$ cat src/ttl_in_map.svh
`ifndef TTL_IN_MAP_SVH
`define TTL_IN_MAP_SVH

`define TTL_IN_WIDTH 8
`define TTL_IN_SYNC_STAGES 2
`define TTL_IN_RESET_VALUE 8'hff
`define TTL_IN_HOLD_RESET 1'h1

`endif

$ cat src/ttl_in_pkg.sv
package ttl_in_pkg;
    `include "ttl_in_map.svh"

    typedef logic [`TTL_IN_WIDTH-1:0] line_word_t;

    typedef enum logic {
        MODE_BUFFERED,
        MODE_LATCHED
    } port_mode_e;
endpackage : ttl_in_pkg

$ cat src/line_sync.sv
`timescale 1ns/10ps
module line_sync
    import ttl_in_pkg::*;
#(
    parameter int WIDTH = 1,
    parameter logic [WIDTH-1:0] RESET_VALUE = '1
)
(
    // clock and reset
    input wire logic core_clk,
    input wire logic reset,
    // asynchronous in, synchronous out
    input wire logic [WIDTH-1:0] async_in,
    output logic [WIDTH-1:0] sync_out
);
    logic [WIDTH-1:0] stage1_q;
    logic [WIDTH-1:0] stage2_q;

    // first stage is read only by the second
    generate
        for (genvar i = 0; i < WIDTH; i++)
        begin : g_bit
            always_ff @(posedge core_clk)
            begin
                if (reset)
                begin
                    stage1_q[i] <= RESET_VALUE[i];
                    stage2_q[i] <= RESET_VALUE[i];
                end
                else
                begin
                    stage1_q[i] <= async_in[i];
                    stage2_q[i] <= stage1_q[i];
                end
            end
        end
    endgenerate

    assign sync_out = stage2_q;
endmodule : line_sync

$ cat src/ttl_input_port_latch.sv
`timescale 1ns/10ps
// Notes on behaviour
// - eight input lines, high reads one
// - line one is lsb, binary weighted
// - unsigned 8-bit value, codes 0 to 255
// - floating line reads high, as pulled up
// - hold high or open: live levels read
`include "ttl_in_map.svh"

module ttl_input_port_latch
    import ttl_in_pkg::*;
(
    // clock and reset
    input wire logic core_clk,
    input wire logic reset,
    // pins from the apparatus
    input wire logic [`TTL_IN_WIDTH-1:0] line_in,
    input wire logic hold_n,
    // value seen by the host
    output logic [`TTL_IN_WIDTH-1:0] port_value,
    output logic latched_mode
);
    // hold pin rides above the eight lines in one synchroniser word
    localparam int SYNC_WIDTH = `TTL_IN_WIDTH + 1;
    localparam int HOLD_BIT = `TTL_IN_WIDTH;

    typedef logic [SYNC_WIDTH-1:0] sync_word_t;

    // pad pull-ups are outside; reset values match an open line
    localparam line_word_t RESET_WORD = `TTL_IN_RESET_VALUE;
    localparam sync_word_t SYNC_RESET = {`TTL_IN_HOLD_RESET, `TTL_IN_RESET_VALUE};

    // pins before and after the synchroniser
    wire sync_word_t pins_raw;
    sync_word_t pins_sync;
    wire line_word_t lines_sync;
    logic hold_n_sync;

    // hold edge detection
    logic hold_n_prev_q;
    logic hold_fall;

    // mode state
    port_mode_e mode_q;
    port_mode_e mode_d;

    // captured word and output flops
    line_word_t held_q;
    line_word_t port_value_q;
    logic latched_mode_q;

    // one-cycle strobe when a level drops
    function automatic logic fell_edge(
        input logic prev_level,
        input logic now_level
    );
        fell_edge = prev_level && !now_level;
    endfunction : fell_edge

    // true for the mode that shows the captured word
    function automatic logic is_latched(
        input port_mode_e mode
    );
        case (mode)
            MODE_LATCHED:
                is_latched = 1'h1;
            default:
                is_latched = 1'h0;
        endcase
    endfunction : is_latched

    // bit the host sees in a given mode
    function automatic logic pick_bit(
        input port_mode_e mode,
        input logic live_bit,
        input logic held_bit
    );
        case (mode)
            MODE_BUFFERED:
                pick_bit = live_bit;
            MODE_LATCHED:
                pick_bit = held_bit;
            default:
                pick_bit = live_bit;
        endcase
    endfunction : pick_bit

    // line n of the connector is bit n-1 of the word
    generate
        for (genvar n = 0; n < `TTL_IN_WIDTH; n++)
        begin : g_pack
            assign pins_raw[n] = line_in[n];
            assign lines_sync[n] = pins_sync[n];
        end
    endgenerate

    assign pins_raw[HOLD_BIT] = hold_n;
    assign hold_n_sync = pins_sync[HOLD_BIT];

    // every pin, hold included, gets the same two stages so skew is equal
    line_sync #(
        .WIDTH(SYNC_WIDTH),
        .RESET_VALUE(SYNC_RESET)
    ) u_sync (
        .core_clk(core_clk),
        .reset(reset),
        .async_in(pins_raw),
        .sync_out(pins_sync)
    );

    // idle level of the hold pin, so no false edge after reset
    always_ff @(posedge core_clk)
    begin
        if (reset)
        begin
            hold_n_prev_q <= `TTL_IN_HOLD_RESET;
        end
        else
        begin
            hold_n_prev_q <= hold_n_sync;
        end
    end

    // a hold pulse shorter than a clock period can be missed
    always_comb
    begin
        hold_fall = fell_edge(hold_n_prev_q, hold_n_sync);
    end

    // leaves latched mode only once hold is high again
    always_comb
    begin
        mode_d = mode_q;
        case (mode_q)
            MODE_BUFFERED:
            begin
                if (hold_fall)
                begin
                    mode_d = MODE_LATCHED;
                end
            end
            MODE_LATCHED:
            begin
                if (hold_n_sync)
                begin
                    mode_d = MODE_BUFFERED;
                end
            end
            default:
            begin
                mode_d = MODE_BUFFERED;
            end
        endcase
    end

    // mode register
    always_ff @(posedge core_clk)
    begin
        if (reset)
        begin
            mode_q <= MODE_BUFFERED;
        end
        else
        begin
            mode_q <= mode_d;
        end
    end

    // mirrors the mode in its own flop so the pin carries no decode
    always_ff @(posedge core_clk)
    begin
        if (reset)
        begin
            latched_mode_q <= 1'h0;
        end
        else
        begin
            latched_mode_q <= is_latched(mode_d);
        end
    end

    generate
        for (genvar n = 0; n < `TTL_IN_WIDTH; n++)
        begin : g_line
            // capture on the synchronised falling edge of hold
            // lines must be steady when hold falls, as lines and hold pass the same two stages
            always_ff @(posedge core_clk)
            begin
                if (reset)
                begin
                    held_q[n] <= RESET_WORD[n];
                end
                else if (hold_fall)
                begin
                    held_q[n] <= lines_sync[n];
                end
            end

            // unchanged bit position gives the binary weighting for free
            always_ff @(posedge core_clk)
            begin
                if (reset)
                begin
                    port_value_q[n] <= RESET_WORD[n];
                end
                else
                begin
                    port_value_q[n] <= pick_bit(mode_q, lines_sync[n], held_q[n]);
                end
            end
        end
    endgenerate

    // full eight-bit word, no sign: every code 0 to 255 reaches the host
    assign port_value = port_value_q;
    assign latched_mode = latched_mode_q;
endmodule : ttl_input_port_latch

$ cat config.mk
export PLATFORM = sky130hd
export DESIGN_NAME = ttl_input_port_latch
export DESIGN_NICKNAME = d
export VERILOG_FILES = /design/src/ttl_in_pkg.sv /design/src/line_sync.sv /design/src/ttl_input_port_latch.sv
export VERILOG_INCLUDE_DIRS = /design/src
export SDC_FILE = /design/constraint.sdc
export NUM_CORES = 1
export LEC_CHECK = 0
export BUFFER_PORTS_ARGS = -buffer_cell sky130_fd_sc_hd__buf_2
export CELL_PAD_IN_SITES_DETAIL_PLACEMENT = 1
export CELL_PAD_IN_SITES_GLOBAL_PLACEMENT = 2
export CORE_MARGIN = 2
export CORE_UTILIZATION = 37
export DETAILED_ROUTE_END_ITERATION = 6
export HOLD_SLACK_MARGIN = 0.15
export PLACE_DENSITY = 0.78
export SYNTH_ARGS = -nofsm -noshare
export SYNTH_HDL_FRONTEND = slang
export SYNTH_HIERARCHICAL = 1
export SYNTH_SLANG_ARGS = --single-unit
export TNS_END_PERCENT = 1
$ cat constraint.sdc
create_clock -name core_clk -period 1.8 [get_ports core_clk]
set_input_delay 0 -clock core_clk [delete_from_list [all_inputs] [get_ports core_clk]]
set_output_delay 0 -clock core_clk [all_outputs]
set_load 0.1 [all_outputs]
# [After elaboration in Yosys (flattened, before gate mapping)]
# Index checks and enable logic that the tools add are counted.
# W data, S select, Z words.
[word_totals] regBits=37 latch_bits=0 ram_bits=0 rom_bits=0 input_bits=11 output_inout_bits=9 mem_count=0
[op_classes] add_sub_neg=0 n_mul=0 div=0 n_lt_le_gt_ge=0 n_eq_ne=0 shift=0 muxes=12 n_bitwise=1 reduce_logical=2
[ops] op="$pmux W1 S2" count=9
[ops] op="$mux W1" count=3
[ops] op="$logic_and A1 B1 Y1" count=1
[ops] op="$logic_not A1 Y1" count=1
[ops] op="$not A1 Y1" count=1

# [Depth between registers and ports, before layout]
# Gate-level depths: netlist (run 1).
[logic_depth] ltp_word=5 mapped_depth=4 mapped_depth_nobuf=2

# [Modules after synthesis]
# Netlist (run 1), hierarchy kept.
[by_module_without_submodules] module="ttl_input_port_latch" instances=1 cells_per_inst=67 area_each_um2=680.7
[by_module_without_submodules] module="line_sync" instances=1 cells_per_inst=37 area_each_um2=484.2

# [Worst setup path after synthesis (run 1)]
# No wires, ideal clock.
[synth_timing] kind="flip-flop to flip-flop" startpoint="register mode_q" endpoint="register port_value_q[5], in the netlist port_value[5]" t_arrival_ps=1534 required_ps=1680 path_slack_ps=146 path_stages_with_launch=4 synth_period_minus_slack_ps=1654 cell_sequence="dfxtp_1 -> buf_6 -> nor2b_1 -> a211o_1"
[synth_between] elab_chain_cells=2
[synth_lines] element="start, declared" line_no="ttl_input_port_latch.sv:44" source="port_mode_e mode_q;"
[synth_lines] element="start signal, assigned" line_no="ttl_input_port_latch.sv:165" source="mode_q <= mode_d;"
[synth_lines] element="$not A1 Y1" line_no="ttl_input_port_latch.sv:78" source="case (mode)"
[synth_lines] element="$pmux W1 S2 (*)" line_no="ttl_input_port_latch.sv:78"
[synth_lines] element="end signal, assigned by index" line_no="ttl_input_port_latch.sv:204" source="port_value_q[n] <= RESET_WORD[n];"
[synth_lines] element="end signal, assigned by index" line_no="ttl_input_port_latch.sv:208" source="port_value_q[n] <= pick_bit(mode_q, lines_sync[n], held_q[n]);"
[synth_lines] element="end, declared" line_no="ttl_input_port_latch.sv:49" source="line_word_t port_value_q;"
# Every way passes the cells marked *; elsewhere a longest branch is shown, timed or not.
# A chain may end at the register's enable or synchronous reset.

==> impl_metrics.tcl, run 1 <==
set metrics [dict create \
    clk_path_buf_depth 2 \
    cts_buffers 5 \
    fin_setup_tns_ns 0 \
    slowest_delay_ns 0.71 \
    drtAntennaViolNets 0 \
    start_kind "flop" \
    htree_levels 2 \
    dr.pass1.iters 3 \
    cp_max_fo 18 \
    grt_pass1_vias 731 \
    ys_types 10 \
    synth_top_area_share 0.619 \
    grt_usage 0.122 \
    syn-mean-instance-area_um2 11.2 \
    clkSinkCount 36 \
    die_w_um 60.1 \
    crit_family "flip-flops" \
    numPortBuffers 19 \
    syn-num-nets 115 \
    holdPathStages 3 \
    syn2layout_area_growth_pct 23.2 \
    r2r_cells 3 \
    end_kind "output pin" \
    worst-path-stages 1 \
    vdd_drop_max_mv 0.472 \
    synthArstFlopShare 0 \
    fp-row-count 20 \
    rsz0062_at_grt "false" \
    die_h_um 60.1 \
    hold_class "input pin to flop" \
    crit_type "flop to output pin" \
    regArea_um2 721 \
    worstPathCellList "buf_2" \
    maxSlewHeadroom 0.581 \
    viasPerCell 4.22 \
    nFillCells 339 \
    syn_area_um2 1160 \
    multi_input_area_um2 402 \
    grt_max_degree 44 \
    cts_setup_buffers 0 \
    clock_latency_ns 0.32 \
    synth.area.top_cells "dfxtp_1, or2_1, mux2i_1, a211o_2, nor2_1" \
    cts_tree "done" \
    core_area_um2 3030 \
    synth_top_area_cell "dfxtp_1" \
    r2r-start "hold_n_prev_q" \
    synth.most_common_cell "dfxtp_1" \
    crit_arrival_ns 1.58 \
    gr-total-overflow 0 \
    detailedPlacementHpwl_um 1100 \
    start_util 0.385 \
    p_per_area_nw_per_um2 1000 \
    synthCells 104 \
    synth_edf_count 0 \
    drc 0 \
    drive_gt1_frac 0.261 \
    clkTransAtPathRegs_ns 0.10 \
    drv_slew 0 \
    fin_crit_sh 0.875 \
    synth_commonest_cells "dfxtp_1, nor2_1, or2_1" \
    leakagePower_nw 0.554 \
    maxCapViolations 0 \
    critPathBufInv 1 \
    io-pin-count 20 \
    nNetsFinal 145 \
    worst_clock_skew_ns 0.00416 \
    hold_viol_final 0 \
    whs_endpoint "held_q[1]" \
    vias 751 \
    synth-seq-cells 36 \
    cts_root_buffer "clkbuf_4" \
    avgRoutedWirePerCell_um 10.3 \
    grt_pass1_wl_um 3190 \
    place_congestion 0.653 \
    fin_crit_ns 1.58 \
    antenna_found_initial 0 \
    yosysWarnings 6 \
    worst_slew_pin_slew_ns 0.629 \
    outcome "finished, final reports clean" \
    drt_wl_total_um 1840 \
    reg2reg_slack_ns 0.56 \
    fmax_mhz 635 \
    drt_iter0_drc 26 \
    yosysSeqAreaShare 0.619 \
    utilization 0.474 \
    cpMaxStageDelayCell "dfxtp_1" \
    die-area_um2 3610 \
    holdCritStartpoint "reset" \
    required_ns 1.80 \
    antenna_cells 0 \
    ys.flop_type "dfxtp_1" \
    setup_viol 0 \
    r2r_end "held_q[0]" \
]
-- tightest hold or removal path: cells and delay by family --
kind	cells	cell delay, ns
simple gates	1	0.16
mux	1	0.07
buf+inv	1	0.30
-- layer usage --
layer | track usage | up-vias | routed length, um
met5 | 0 | - | 0
met4 | 0.0667 | 0 | 27
met3 | 0.0455 | 4 | 78
met2 | 0.191 | 19 | 860
met1 | 0.142 | 337 | 874
li1 | - | 391 | -
-- final cells by class --
| cell class | instances | area share |
|---|---|---|
| flip-flops and latches | 36 | 0.502 |
| well taps | 44 | 0.0384 |
| clock buffers | 7 | 0.0453 |
| repair buffers | 29 | 0.134 |
| multi-input cells | 62 | 0.280 |
-- power breakdown --
part           switching, mW  internal (mW)  total, mW  leakage, nW
combinational         0.0890         0.0495      0.138        0.220
sequential            0.0114          0.825      0.837        0.296
clock                  0.240          0.222      0.461       0.0374
total                  0.340           1.10       1.44        0.554
-- worst max path at each step --
stage / startpoint / to
after detailed placement: mode_q / latched_mode
after CTS: mode_q / latched_mode
after global placement: mode_q / latched_mode
final: mode_q / latched_mode
after global routing: mode_q / latched_mode
after floorplan: mode_q / port_value[5]
-- flip-flops by register name (all words and copies together), names as in the netlist --
| register | cells |
|---|---|
| port_value | 8 |
| u_sync/stage1_q | 9 |
| u_sync/sync_out | 9 |
| mode_q | 1 |
| hold_n_prev_q | 1 |
| held_q | 8 |
-- through the flow --
| stage | hold slack, ns | instances | total power, mW | setup WS, ns | instance area, um2 |
|---|---|---|---|---|---|
| after detailed placement | 0.180 | 162 | 0.980 | 0.560 | 1280 |
| final | 0.261 | 178 | 1.44 | 0.224 | 1440 |
| after CTS | 0.258 | 178 | 1.46 | 0.186 | 1440 |
| after global placement | 0.176 | 162 | 0.977 | 0.591 | 1280 |
| after floorplan | 0.0971 | 104 | 0.956 | 0.146 | 1160 |
| after global routing | 0.289 | 178 | 1.52 | 0.0952 | 1440 |
-- kinds of logic after synthesis --
group / synth area share
AOI/OAI and AO/OA: 0.0677
buffers and inverters: 0.0365
DFF: 0.619
muxes: 0.0687
and+or+nand+nor: 0.208
-- layout by cell type, fill, tap and decap left out, drive strengths merged --
cell	count
buf	20
dfxtp	36
nor2	18
dlygate4sd3	9
a211o	8
or2	19
nor2b	9
clkbuf	7
mux2i	8
-- what timing repair did --
item                      CTS  global route
hold buffers                9             0
resized for setup           0             0
hold endpoints to repair    9             0
No activity file was read; power rests on OpenSTA's default activity.
==> run 2, diff against run 1 <==
- CORE_ASPECT_RATIO: default -> 0.5
==> impl_metrics.tcl, run 2 (synthesis gave the netlist of run 1 again) <==
set metrics [dict create \
    antenna_cells 0 \
    regArea_um2 721 \
    clock_latency_ns 0.29 \
    io-pin-count 20 \
    fp-row-count 14 \
    htree_levels 2 \
    outcome "finished, final reports clean" \
    crit_type "flop to output pin" \
    drtAntennaViolNets 0 \
    dr.pass1.iters 6 \
    worst-path-stages 1 \
    slowest_delay_ns 0.70 \
    clk_path_buf_depth 2 \
    detailedPlacementHpwl_um 1120 \
    r2r_cells 2 \
    core_area_um2 3000 \
    viasPerCell 4.32 \
    setup_viol 0 \
    critPathBufInv 1 \
    total_power_mw 1.53 \
    nFillCells 340 \
    die_h_um 43.7 \
    die-area_um2 3640 \
    cpMaxStageDelayCell "dfxtp_1" \
    antenna_found_initial 0 \
    gr-total-overflow 0 \
    clkTransAtPathRegs_ns 0.07 \
    endpoint "latched_mode" \
    final_common_cell "dfxtp_1" \
    grt_pass1_vias 676 \
    start_util 0.389 \
    required_ns 1.80 \
    crit_arrival_ns 1.52 \
    hold_viol_final 0 \
    avgRoutedWirePerCell_um 10.7 \
    drt_wl_total_um 1870 \
    fmax_mhz 658 \
    cts_setup_buffers 0 \
    grt_max_degree 44 \
    vdd_drop_max_mv 0.451 \
    worst_clock_skew_ns 0.00641 \
    multi_input_area_um2 402 \
    cts_root_buffer "clkbuf_8" \
    grt_usage 0.119 \
    r2r-start "mode_q" \
    leakagePower_nw 0.564 \
    drt_iter0_drc 25 \
    fin_setup_tns_ns 0 \
    rsz0062_at_grt "false" \
    die_w_um 83.4 \
    startpoint "mode_q" \
    fin_crit_ns 1.52 \
    end_kind "output pin" \
    hold_class "input pin to flop" \
    clkSinkCount 36 \
    r2r_end "port_value[6]" \
    maxCapViolations 0 \
    vias 756 \
    worst_slew_pin_slew_ns 0.617 \
    drc 0 \
    drv_slew 0 \
    worstPathCellList "buf_2" \
    maxSlewHeadroom 0.589 \
    reg2reg_slack_ns 0.60 \
    syn2layout_area_growth_pct 24.7 \
    fin_crit_sh 0.844 \
    cts_tree "done" \
    nNetsFinal 145 \
    place_congestion 0.640 \
    cp_max_fo 18 \
    cts_buffers 5 \
    numPortBuffers 19 \
    drive_gt1_frac 0.267 \
    grt_pass1_wl_um 3110 \
    p_per_area_nw_per_um2 1050 \
    layout_common_cells "dfxtp_1, buf_2, nor2_1, or2_1" \
    start_kind "flop" \
    crit_family "flip-flops" \
]
==> run 2: cell types whose count changed in the layout (fill, tap and decap cells not counted), sizes merged <==
cell    before  now
clkinv       0    3
clkbuf       7    5
==> run 2: metal layers <==
metal  GRT usage  up-vias  share of wire
li1            -      390              -
met1       0.153      348           0.51
met2       0.165       16           0.44
met3      0.0457        2          0.038
met4      0.0885        0          0.012
met5           0        -              0
==> run 2: power breakdown <==
part	internal [mW]	switching [mW]
clock	0.269	0.286
combinational	0.0495	0.0885
sequential	0.825	0.0118
==> run 2: how the worst min path moves through the flow <==
stage / from / to / cells past startpoint
global route: reset / held_q[3] / 3
floorplan: line_in[1] / u_sync/stage1_q[1] / 1
finish: reset / held_q[3] / 3
global placement: line_in[7] / u_sync/stage1_q[7] / 2
detailed placement: line_in[4] / u_sync/stage1_q[4] / 2
CTS: reset / held_q[4] / 3
==> run 2: repair_timing <==
item                      in CTS  in global routing
hold buffers                   9                  0
resized for setup              0                  0
hold endpoints to repair       9                  0
==> run 2: cell type report <==
class,instances,area share
well taps,40,0.0345
clock inverters,3,0.0129
flip-flops and latches,36,0.496
multi-input cells,62,0.276
clock buffers,5,0.0474
repair buffers,29,0.133
==> run 2: per-stage QoR <==
| stage | utilization | worst slack (ns) | std cells | hold WS [ns] | instance area (um2) |
|---|---|---|---|---|---|
| floorplan | - | 0.146 | 104 | 0.0971 | 1160 |
| global placement | 0.426 | 0.612 | 158 | 0.178 | 1270 |
| detailed placement | 0.426 | 0.571 | 158 | 0.181 | 1270 |
| CTS | 0.485 | 0.255 | 175 | 0.291 | 1450 |
| global route | 0.485 | 0.171 | 175 | 0.343 | 1450 |
| finish | 0.485 | 0.280 | 175 | 0.291 | 1450 |
==> run 3, diff against run 2 <==
- ABC_AREA: default -> 1
- CORE_UTILIZATION: 37 -> 28
- PLACE_DENSITY: 0.78 -> 0.69
- clock period: 1.8 -> 1.3 ns (I/O delays scaled with it)
==> impl_metrics.tcl, run 3 <==
set metrics [dict create \
    worst-path-stages 1 \
    viasPerCell 3.96 \
    worst_clock_skew_ns 0.00418 \
    synthCells 132 \
    core_area_um2 3940 \
    drt_iter0_drc 31 \
    start_kind "flop" \
    outcome "finished, final reports clean" \
    drv_slew 0 \
    worst_slew_pin_slew_ns 0.486 \
    crit_arrival_ns 1.15 \
    cpMaxStageDelayCell "dfxtp_2" \
    cp_max_fo 11 \
    syn-mean-instance-area_um2 8.77 \
    syn2layout_area_growth_pct 37.7 \
    slowest_delay_ns 0.47 \
    hold_class "flop to flop" \
    r2r_end "held_q[7]" \
    nNetsFinal 186 \
    die_h_um 49.5 \
    worstPathCellList "clkbuf_4" \
    cts_tree "done" \
    crit_family "flip-flops" \
    required_ns 1.30 \
    clk_path_buf_depth 2 \
    p_per_area_nw_per_um2 1490 \
    final_area_um2 1590 \
    io-pin-count 20 \
    r2r-start "hold_n_prev_q" \
    fp-row-count 16 \
    avgRoutedWirePerCell_um 9.91 \
    syn-num-nets 143 \
    synth.most_common_cell "nand2_1" \
    antenna_cells 0 \
    layout_common_cells "nand2_1, dfxtp_1, nand3_1, dlygate4sd3_1" \
    start_util 0.293 \
    holdPathStages 2 \
    synth-seq-cells 36 \
    drive_gt1_frac 0.193 \
    vias 911 \
    dr.pass1.iters 4 \
    whs_endpoint "u_sync/sync_out[8]" \
    fmax_mhz 869 \
    r2r_cells 3 \
    utilization 0.404 \
    synth.area.top_cells "dfxtp_1, nand2_1, nand3_1, inv_1, buf_6" \
    dp_slack_ns 0.371 \
    holdCritStartpoint "u_sync/stage1_q[8]" \
    vdd_drop_max_mv 0.444 \
    hold_slack_ns 0.412 \
    crit_type "flop to output pin" \
    gr-total-overflow 0 \
    fin_ws_ns 0.150 \
    synth_commonest_cells "nand2_1, dfxtp_1, nand3_1" \
    end_kind "output pin" \
    synthArstFlopShare 0 \
    rsz0062_at_grt "false" \
    critPathBufInv 1 \
    fin_setup_tns_ns 0 \
    dp.cells 202 \
    stdcell_count 230 \
    cts_buffers 5 \
    maxSlewHeadroom 0.679 \
    total_power_mw 2.38 \
    grt_pass1_wl_um 4010 \
    nFillCells 486 \
    htree_levels 2 \
    yosysWarnings 6 \
    maxCapViolations 0 \
    synth_edf_count 0 \
    leakagePower_nw 0.798 \
    ys_types 10 \
    yosysSeqAreaShare 0.623 \
    grt_max_degree 18 \
    cts_root_buffer "clkbuf_8" \
    drc 0 \
    clock_latency_ns 0.29 \
    setup_viol 0 \
    die_w_um 94.9 \
    clkSinkCount 36 \
    synth_top_area_share 0.623 \
    numPortBuffers 19 \
    hold_viol_final 0 \
    clkTransAtPathRegs_ns 0.08 \
    syn_area_um2 1160 \
    place_congestion 0.763 \
    synth_top_area_cell "dfxtp_1" \
    post_dp_cell_area_um2 1280 \
    antenna_found_initial 0 \
    die-area_um2 4690 \
    final_common_cell "nand2_1" \
    grt_usage 0.118 \
    grt_pass1_vias 839 \
    reg2reg_slack_ns 0.42 \
    fin_crit_ns 1.15 \
    detailedPlacementHpwl_um 1420 \
    ys.flop_type "dfxtp_1" \
    drt_wl_total_um 2280 \
    fin_crit_sh 0.885 \
    drtAntennaViolNets 0 \
]
run 3: cell types whose count changed after synthesis, sizes merged:
cell	delta
nor2	-16
inv	+22
buf	-2
or2	-19
a211o	-8
nand3	+24
nand2	+44
nor2b	-9
mux2i	-8
run 3: kinds of logic (layout without fill, tap and decap cells):
logic type,after synthesis,count (layout),share of synthesized area
buffers and inverters,26,70,0.118
flip-flops,36,36,0.623
AND/OR/NAND/NOR,70,70,0.259
run 3: final cells by class:
type / instances / area (um2) / area share
multi-input combinational: 70 / 300 / 0.188
inverter: 22 / 87.6 / 0.0549
sequential: 36 / 722 / 0.453
timing repair buffer: 40 / 305 / 0.192
clock buffer: 5 / 68.8 / 0.0432
tap: 54 / 67.6 / 0.0424
clock inverter: 3 / 42.5 / 0.0267
run 3: worst max path at each step:
stage / startpoint / to / slack [ns]
2_1_floorplan: mode_q / port_value[2] / 0.18
3_3_place_gp: mode_q / latched_mode / 0.38
6_report: mode_q / latched_mode / 0.15
3_5_place_dp: mode_q / latched_mode / 0.37
5_1_grt: mode_q / latched_mode / 0.08
4_1_cts: mode_q / latched_mode / 0.05
run 3: repair_timing:
item | in CTS | in global routing
gates resized for setup | 0 | 1
hold buffers | 20 | 0
endpoints found under the hold margin | 36 | 0
setup endpoints to repair | 0 | 1
buffers inserted | 0 | 0
run 3: layer usage:
layer,share of wire,vias up,global-route usage
met4,0.022,0,0.0580
met5,0,-,0
li1,-,480,-
met1,0.48,405,0.155
met3,0.058,5,0.0459
met2,0.44,21,0.168
run 3: where the power goes:
part | switching [mW] | internal [mW] | leakage, nW | total [mW]
Clock | 0.406 | 0.567 | 0.0541 | 0.974
Combinational | 0.146 | 0.0856 | 0.446 | 0.232
Sequential | 0.0238 | 1.15 | 0.298 | 1.18
